==> src/dpsc_pkg.sv <==
package dpsc_pkg;

  localparam int DATA_W = 9;
  localparam int ADDR_W = 11;
  localparam int CNT_W = 4;
  localparam int CLK_NS = 10;
  localparam int SYNC_STAGES = 2;

  // Slowest speed grade, so any fitted part is met
  localparam int T_AA_NS = 55;
  localparam int T_ACE_NS = 55;
  localparam int T_AOE_NS = 35;
  localparam int T_HZ_NS = 30;
  localparam int T_BDD_NS = 45;
  localparam int T_WP_NS = 40;
  localparam int T_EW_NS = 40;
  localparam int T_AW_NS = 40;
  localparam int T_DW_NS = 20;
  localparam int T_WZ_NS = 30;
  localparam int T_WH_NS = 20;
  localparam int T_WR_NS = 0;
  localparam int WRITE_DATA_HOLD_NS = 0;

  function automatic int dpsc_max(input int a, input int b);
    return (a > b) ? a : b;
  endfunction : dpsc_max

  // Least times round up, never below one cycle
  function automatic int dpsc_cyc(input int ns);
    return dpsc_max(1, (ns + CLK_NS - 1) / CLK_NS);
  endfunction : dpsc_cyc

  localparam logic [CNT_W-1:0] RD_ACC_CYC =
    CNT_W'(dpsc_cyc(dpsc_max(T_AA_NS, dpsc_max(T_ACE_NS, T_AOE_NS))) + SYNC_STAGES);
  localparam logic [CNT_W-1:0] RD_BDD_CYC = CNT_W'(dpsc_cyc(T_BDD_NS) + SYNC_STAGES);
  localparam logic [CNT_W-1:0] TURN_CYC = CNT_W'(dpsc_cyc(T_HZ_NS));
  localparam logic [CNT_W-1:0] WR_PULSE_CYC =
    CNT_W'(dpsc_cyc(dpsc_max(dpsc_max(T_WP_NS, T_EW_NS), dpsc_max(T_AW_NS, T_WZ_NS + T_DW_NS))));
  localparam logic [CNT_W-1:0] WR_BUSY_HOLD_CYC = CNT_W'(dpsc_cyc(T_WH_NS));
  localparam logic [CNT_W-1:0] WR_DATA_HOLD_CYC = CNT_W'(dpsc_cyc(dpsc_max(WRITE_DATA_HOLD_NS, T_WR_NS)));

  typedef enum logic [2:0] {
    ST_IDLE = 3'h0,
    ST_WR_ADDR = 3'h1,
    ST_WR_PULSE = 3'h3,
    ST_WR_HOLD = 3'h2,
    ST_RD_WAIT = 3'h4,
    ST_TURN = 3'h5
  } dpsc_state_t;

  typedef struct packed {
    dpsc_state_t state;
    logic [CNT_W-1:0] cnt;
    logic ceN;
    logic oeN;
    logic rwN;
    logic [ADDR_W-1:0] addr;
    logic [DATA_W-1:0] dataOut;
    logic dataOeN;
    logic reqReady;
    logic rspValid;
    logic [DATA_W-1:0] rspData;
  } dpsc_regs_t;

  localparam dpsc_regs_t REGS_RESET = '{
    state: ST_IDLE, cnt: '0, ceN: 1'b1, oeN: 1'b1, rwN: 1'b1, addr: '0,
    dataOut: '0, dataOeN: 1'b1, reqReady: 1'b0, rspValid: 1'b0, rspData: '0
  };

  typedef struct packed {
    logic [DATA_W-1:0] dataMeta;
    logic busyMetaN;
    logic [DATA_W-1:0] dataIn;
    logic busyN;
  } dpsc_sync_t;

  localparam dpsc_sync_t SYNC_RESET = '{dataMeta: '0, busyMetaN: 1'b1, dataIn: '0, busyN: 1'b1};

endpackage : dpsc_pkg

==> src/dpsc_sync_if.sv <==
`timescale 1ns/100ps
interface dpsc_sync_if;
  import dpsc_pkg::*;
  logic [DATA_W-1:0] dataIn;
  logic busyN;
  modport source (output dataIn, output busyN);
  modport sink (input dataIn, input busyN);
endinterface : dpsc_sync_if

==> src/dpsc_sync.sv <==
`timescale 1ns/100ps
module dpsc_sync (
  input wire logic sys_clk,
  input wire logic reset,
  input wire logic [dpsc_pkg::DATA_W-1:0] pinData,
  input wire logic pinBusyN,
  dpsc_sync_if.source syncOut
);
  import dpsc_pkg::*;

  dpsc_sync_t regs;
  dpsc_sync_t next_regs;

  // First stage feeds only the second stage
  always_comb begin
    next_regs.dataMeta = pinData;
    next_regs.busyMetaN = pinBusyN;
    next_regs.dataIn = regs.dataMeta;
    next_regs.busyN = regs.busyMetaN;
  end

  always_ff @(posedge sys_clk) begin
    if (reset) begin
      regs <= SYNC_RESET;
    end else begin
      regs <= next_regs;
    end
  end

  assign syncOut.dataIn = regs.dataIn;
  assign syncOut.busyN = regs.busyN;
endmodule : dpsc_sync

==> src/dpsc_ctrl.sv <==
`timescale 1ns/100ps
module dpsc_ctrl (
  input wire logic sys_clk,
  input wire logic reset,
  input wire logic reqValid,
  input wire logic reqWrite,
  input wire logic [dpsc_pkg::ADDR_W-1:0] reqAddr,
  input wire logic [dpsc_pkg::DATA_W-1:0] reqData,
  output logic reqReady,
  output logic rspValid,
  output logic [dpsc_pkg::DATA_W-1:0] rspData,
  output logic ramCeN,
  output logic ramOeN,
  output logic ramRwN,
  output logic [dpsc_pkg::ADDR_W-1:0] ramAddr,
  input wire logic [dpsc_pkg::DATA_W-1:0] ramDataIn,
  output logic [dpsc_pkg::DATA_W-1:0] ramDataOut,
  output logic ramDataOeN,
  input wire logic ramBusyN
);
  import dpsc_pkg::*;

  dpsc_regs_t regs;
  dpsc_regs_t next_regs;

  // Every timed state counts down to one, then acts on the next edge
  function automatic logic dpsc_expired(input logic [CNT_W-1:0] cnt);
    return (cnt <= 4'h1);
  endfunction : dpsc_expired

  function automatic logic [CNT_W-1:0] dpsc_step(input logic [CNT_W-1:0] cnt);
    return dpsc_expired(cnt) ? cnt : cnt - 4'h1;
  endfunction : dpsc_step

  // Busy only ever lengthens a wait; a longer remainder is kept
  function automatic logic [CNT_W-1:0] dpsc_stretch(input logic [CNT_W-1:0] cnt, input logic [CNT_W-1:0] least);
    return (cnt > least) ? cnt : least;
  endfunction : dpsc_stretch

  dpsc_sync_if syncBus ();

  dpsc_sync u_sync (
    .sys_clk(sys_clk),
    .reset(reset),
    .pinData(ramDataIn),
    .pinBusyN(ramBusyN),
    .syncOut(syncBus.source)
  );

  always_comb begin
    next_regs = regs;
    next_regs.rspValid = 1'b0;
    case (regs.state)
      ST_IDLE: begin
        if (reqValid && regs.reqReady) begin
          // Address moves while select and strobe are high
          next_regs.addr = reqAddr;
          if (reqWrite) begin
            next_regs.dataOut = reqData;
            // Bus is free: the turnaround after reads has already passed
            next_regs.dataOeN = 1'b0;
            next_regs.state = ST_WR_ADDR;
          end else begin
            // Address valid together with select falling, strobe high
            next_regs.ceN = 1'b0;
            next_regs.oeN = 1'b0;
            next_regs.cnt = RD_ACC_CYC;
            next_regs.state = ST_RD_WAIT;
          end
        end
      end
      ST_WR_ADDR: begin
        // Select and strobe fall together so the device never drives
        next_regs.ceN = 1'b0;
        next_regs.rwN = 1'b0;
        next_regs.cnt = WR_PULSE_CYC;
        next_regs.state = ST_WR_PULSE;
      end
      ST_WR_PULSE: begin
        // Busy seen two cycles late; the reload covers the write hold after it
        if (!syncBus.busyN) begin
          next_regs.cnt = dpsc_stretch(regs.cnt, WR_BUSY_HOLD_CYC);
        end else if (!dpsc_expired(regs.cnt)) begin
          next_regs.cnt = dpsc_step(regs.cnt);
        end else begin
          next_regs.ceN = 1'b1;
          next_regs.rwN = 1'b1;
          next_regs.cnt = WR_DATA_HOLD_CYC;
          next_regs.state = ST_WR_HOLD;
        end
      end
      ST_WR_HOLD: begin
        // Data held one full cycle past the end of write
        if (!dpsc_expired(regs.cnt)) begin
          next_regs.cnt = dpsc_step(regs.cnt);
        end else begin
          next_regs.dataOeN = 1'b1;
          next_regs.state = ST_IDLE;
        end
      end
      ST_RD_WAIT: begin
        // Count includes the input synchroniser stages
        if (!syncBus.busyN) begin
          next_regs.cnt = dpsc_stretch(regs.cnt, RD_BDD_CYC);
        end else if (!dpsc_expired(regs.cnt)) begin
          next_regs.cnt = dpsc_step(regs.cnt);
        end else begin
          next_regs.rspData = syncBus.dataIn;
          next_regs.rspValid = 1'b1;
          next_regs.ceN = 1'b1;
          next_regs.oeN = 1'b1;
          next_regs.cnt = TURN_CYC;
          next_regs.state = ST_TURN;
        end
      end
      ST_TURN: begin
        // Device outputs may take the high-impedance time to let go
        if (!dpsc_expired(regs.cnt)) begin
          next_regs.cnt = dpsc_step(regs.cnt);
        end else begin
          next_regs.state = ST_IDLE;
        end
      end
      default: begin
        next_regs = REGS_RESET;
      end
    endcase
    next_regs.reqReady = (next_regs.state == ST_IDLE);
  end

  always_ff @(posedge sys_clk) begin
    if (reset) begin
      regs <= REGS_RESET;
    end else begin
      regs <= next_regs;
    end
  end

  assign reqReady = regs.reqReady;
  assign rspValid = regs.rspValid;
  assign rspData = regs.rspData;
  assign ramCeN = regs.ceN;
  assign ramOeN = regs.oeN;
  assign ramRwN = regs.rwN;
  assign ramAddr = regs.addr;
  assign ramDataOut = regs.dataOut;
  assign ramDataOeN = regs.dataOeN;
endmodule : dpsc_ctrl

==> config.mk <==
export PLATFORM = sky130hd
export DESIGN_NAME = dpsc_ctrl
export DESIGN_NICKNAME = d
export VERILOG_FILES = /design/src/dpsc_pkg.sv /design/src/dpsc_sync_if.sv /design/src/dpsc_sync.sv /design/src/dpsc_ctrl.sv
export SDC_FILE = /design/constraint.sdc
export NUM_CORES = 1
export LEC_CHECK = 0
export BUFFER_PORTS_ARGS = -buffer_cell sky130_fd_sc_hd__buf_2
export CAP_MARGIN = 10
export CORE_MARGIN = 2
export CORE_UTILIZATION = 47
export CTS_CLUSTER_SIZE = 40
export DETAILED_ROUTE_END_ITERATION = 16
export GPL_TIMING_DRIVEN = 1
export HOLD_SLACK_MARGIN = 0.03
export MAX_ROUTING_LAYER = met4
export PLACE_DENSITY = 0.86
export SYNTH_ARGS = -nofsm -noshare
export SYNTH_HDL_FRONTEND = slang
export SYNTH_SLANG_ARGS = --single-unit
==> constraint.sdc <==
create_clock -name sys_clk -period 1.9 [get_ports sys_clk]
set_clock_uncertainty 0.15 [all_clocks]
set_input_delay 0.38 -clock sys_clk [delete_from_list [all_inputs] [get_ports sys_clk]]
set_output_delay 0.38 -clock sys_clk [all_outputs]
set_load 0.01 [all_outputs]
==> run metrics <==
status finished clean; Final WS setup 0.102 ns; CTS Sinks 62; max-slew violation total from the final report 0; initial antenna violation count 0; post-synth cell types 44; CTS tree done; count of flip-flops with a built-in enable after synthesis 0; HP Class input pin to register; clk_lat worst skew 0.33 ns; Placed Area 3070 um2; Die Y 80.0 um; Pwr Total 3.84 mW; Setup WS pre-CTS -0.0878 ns; post-DP HPWL 4310 um; P_sw 1.35 mW; crit end category register; Port-buffer cells 68; DR vias/cell 5.18; post-synthesis register bit count 62; Worst EP arrival 1.91 ns; first-pass GRT wire length between 9000 and 10000 um; Switching Share 0.352; placed cells 434; NumNets Final 411; Max VDD drop 0.554 mV; combinational power share 0.335; CTS clk-pin slew, worst paths 0.07 ns; core box area 5540 um2; Die X 80.0 um; CTS Root Cell clkbuf_8; PD cells between 1000 and 1500 nW/um2; Leak about 1.4 nW; final hold vios 0; Clock power frac 0.269; synthesis-to-layout area growth 23.2%; syn nets 349; Worst Path Required 2.01 ns; maximum clock rate 556 MHz; CTS Buffer Depth 2; Yosys top cell area share 0.458; Tmin final 1.80 ns; Post-synth ARST share 0; max_cap viols 0; worst-path cell chain inv_4 -> ha_4 -> or2_4 -> nand2_4 -> o2111ai_4 -> a311o_1 -> a21oi_1; antenna fix cells 0; final cell count without fillers 451; CP max-delay cell dfxtp_2; Final TNS setup 0 ns; Final period util 0.946; synthesized instance count 312; DR vias around 2300; FILL cells 511; part of the power in registers 0.396; Overall Global Routing Usage 0.197; Pre-Repair DR Iteration Count 4; actual slew at the worst max-slew pin 0.534 ns; gr ovfl total 0; share of cells above drive strength 1 0.380; sequential-to-total area share from yosys stat 0.458; routed wire length between 5000 and 6000 um; number of global-route vias before repair about 2100; RePlAce Congestion 0.924; Avg Synthesized Cell Area slightly below 9 um2; row count 27; largest area contributor in the netlist dfxtp_1; relative slew slack 0.644; Routed Antenna Nets 0; DR iter-0 viols 143; synth top area cells dfxtp_1 (46%), buf_4 (8.0%), a21oi_1 (6.5%); Syn. warnings 0; Max stage delay on crit path 0.38 ns; io pins 69; Critical Path Fanout Max 6; cts bufs inserted 9; WL per Instance roughly 13 um; Hold WS 0.0743 ns; hold_buf cts 0; Residual DRC 0; largest net degree at the start of global routing 31; Post-Synthesis Cell Area 2710 um2; Initial Util 0.490; CP Class register to register; Final Setup Violations 0; Pint 2.49 mW; fin util 0.603; Primary FF master, synth dfxtp_1; die area 6400 um2; crit start category register; number of H-tree levels 3; fin area 3340 um2
-- registers in the layout, indices dropped and copies added, names as in the netlist --
signal                 cells
ramAddr                   11
ramDataOeN                 1
rspData                    9
ramCeN                     1
ramRwN                     1
ramDataOut                 9
u_sync.syncOut.busyN       1
u_sync.syncOut.dataIn      9
reqReady                   1
ramOeN                     1
rspValid                   1
regs                       7
u_sync.next_regs          10
-- path summary, 6_finish.rpt --
check	start	endpoint	slack (ns)	depth (start not counted)
max	regs[35]$_SDFFE_PP0P_	regs[35]$_SDFFE_PP0P_	0.10	7
min	ramBusyN	u_sync.next_regs[0]$_SDFF_PP1_	0.07	2
max reg2reg	regs[35]$_SDFFE_PP0P_	regs[35]$_SDFFE_PP0P_	0.10	7
min reg2reg	u_sync.next_regs[0]$_SDFF_PP1_	u_sync.syncOut.busyN$_SDFF_PP1_	0.26	1
-- layout by cell type, fill, tap and decap left out, types with 2 or more instances in the layout --
master / synthesis / layout
a21oi_1: 35 / 34
nand4_1: 2 / 2
a22oi_1: 10 / 9
o21ai_0: 7 / 6
inv_1: 6 / 3
nor2b_1: 25 / 24
buf_2: 6 / 68
o21bai_1: 2 / 2
buf_4: 29 / 28
a31oi_1: 2 / 2
nor2_2: 0 / 3
o2bb2ai_1: 2 / 2
inv_6: 0 / 3
nor2_1: 22 / 19
clkinvlp_4: 0 / 3
nand2b_1: 3 / 3
clkbuf_8: 0 / 9
dfxtp_2: 0 / 4
or2_4: 1 / 2
a211o_1: 2 / 2
or2_2: 2 / 2
o21ai_2: 2 / 3
inv_2: 1 / 2
nand2_1: 29 / 28
nand3_1: 25 / 24
dfxtp_1: 62 / 58
o2111ai_4: 2 / 2
-- synthesized netlist by cell type (all sizes together), types with 3 or more instances --
master / instances
nand2: 29
or2: 4
clkbuf: 11
nand3: 25
dfxtp: 62
nor2b: 25
a21oi: 35
inv: 7
nor2: 22
o21ai: 9
nand2b: 3
buf: 35
a22oi: 10
ha: 3
-- power groups by stage --
stage          registers [mW]  logic (mW)  clock network, mW
2_1_floorplan            1.55       0.776                  0
3_3_place_gp             1.54        1.16                  0
3_5_place_dp             1.55        1.17                  0
4_1_cts                  1.52        1.19               1.06
5_1_grt                  1.54        1.41               1.13
6_report                 1.52        1.29               1.03
-- area by class of cell --
cell class | instances | area [um2] | share of cell area
Sequential cell | 62 | 1250 | 0.373
Inverter | 7 | 32.5 | 0.00973
Timing Repair Buffer | 97 | 571 | 0.171
Clock inverter | 7 | 55.1 | 0.0165
Multi-Input combinational cell | 197 | 1220 | 0.366
Tap cell | 72 | 90.1 | 0.0269
Clock buffer | 9 | 124 | 0.0371
-- timing repair --
action	CTS	global route
endpoints found under the setup margin	13	27
buffers inserted	0	1
pin swaps	1	6
gates resized for setup	4	21
-- cells by family (layout without fill, tap and decap cells) --
| kind of cell | Yosys count | in the layout | share of synthesized area |
|---|---|---|---|
| and+or+nand+nor | 117 | 117 | 0.217 |
| muxes | 1 | 1 | 0.00415 |
| xor gates and xnor gates | 2 | 2 | 0.00646 |
| buffers and inverters | 53 | 120 | 0.116 |
| DFF | 62 | 62 | 0.458 |
| AOI/OAI and AO/OA | 74 | 74 | 0.185 |
| adders and majority gates | 3 | 3 | 0.0138 |
-- critical path: cells and delay by family, from the launching register on --
family	cells	cell delay, ns
DFF	1	0.38
AOI/OAI and AO/OA	3	0.63
adders and majority gates	1	0.16
buffers and inverters	1	0.06
and+or+nand+nor	2	0.34
-- metal layers --
metal,up-vias,track usage,part of all wire
li1,1174,-,-
met1,1057,0.241,0.46
met2,91,0.300,0.45
met3,12,0.0667,0.077
met4,0,0.0780,0.016
met5,-,-,0
Power figures use the tool's default switching activity.
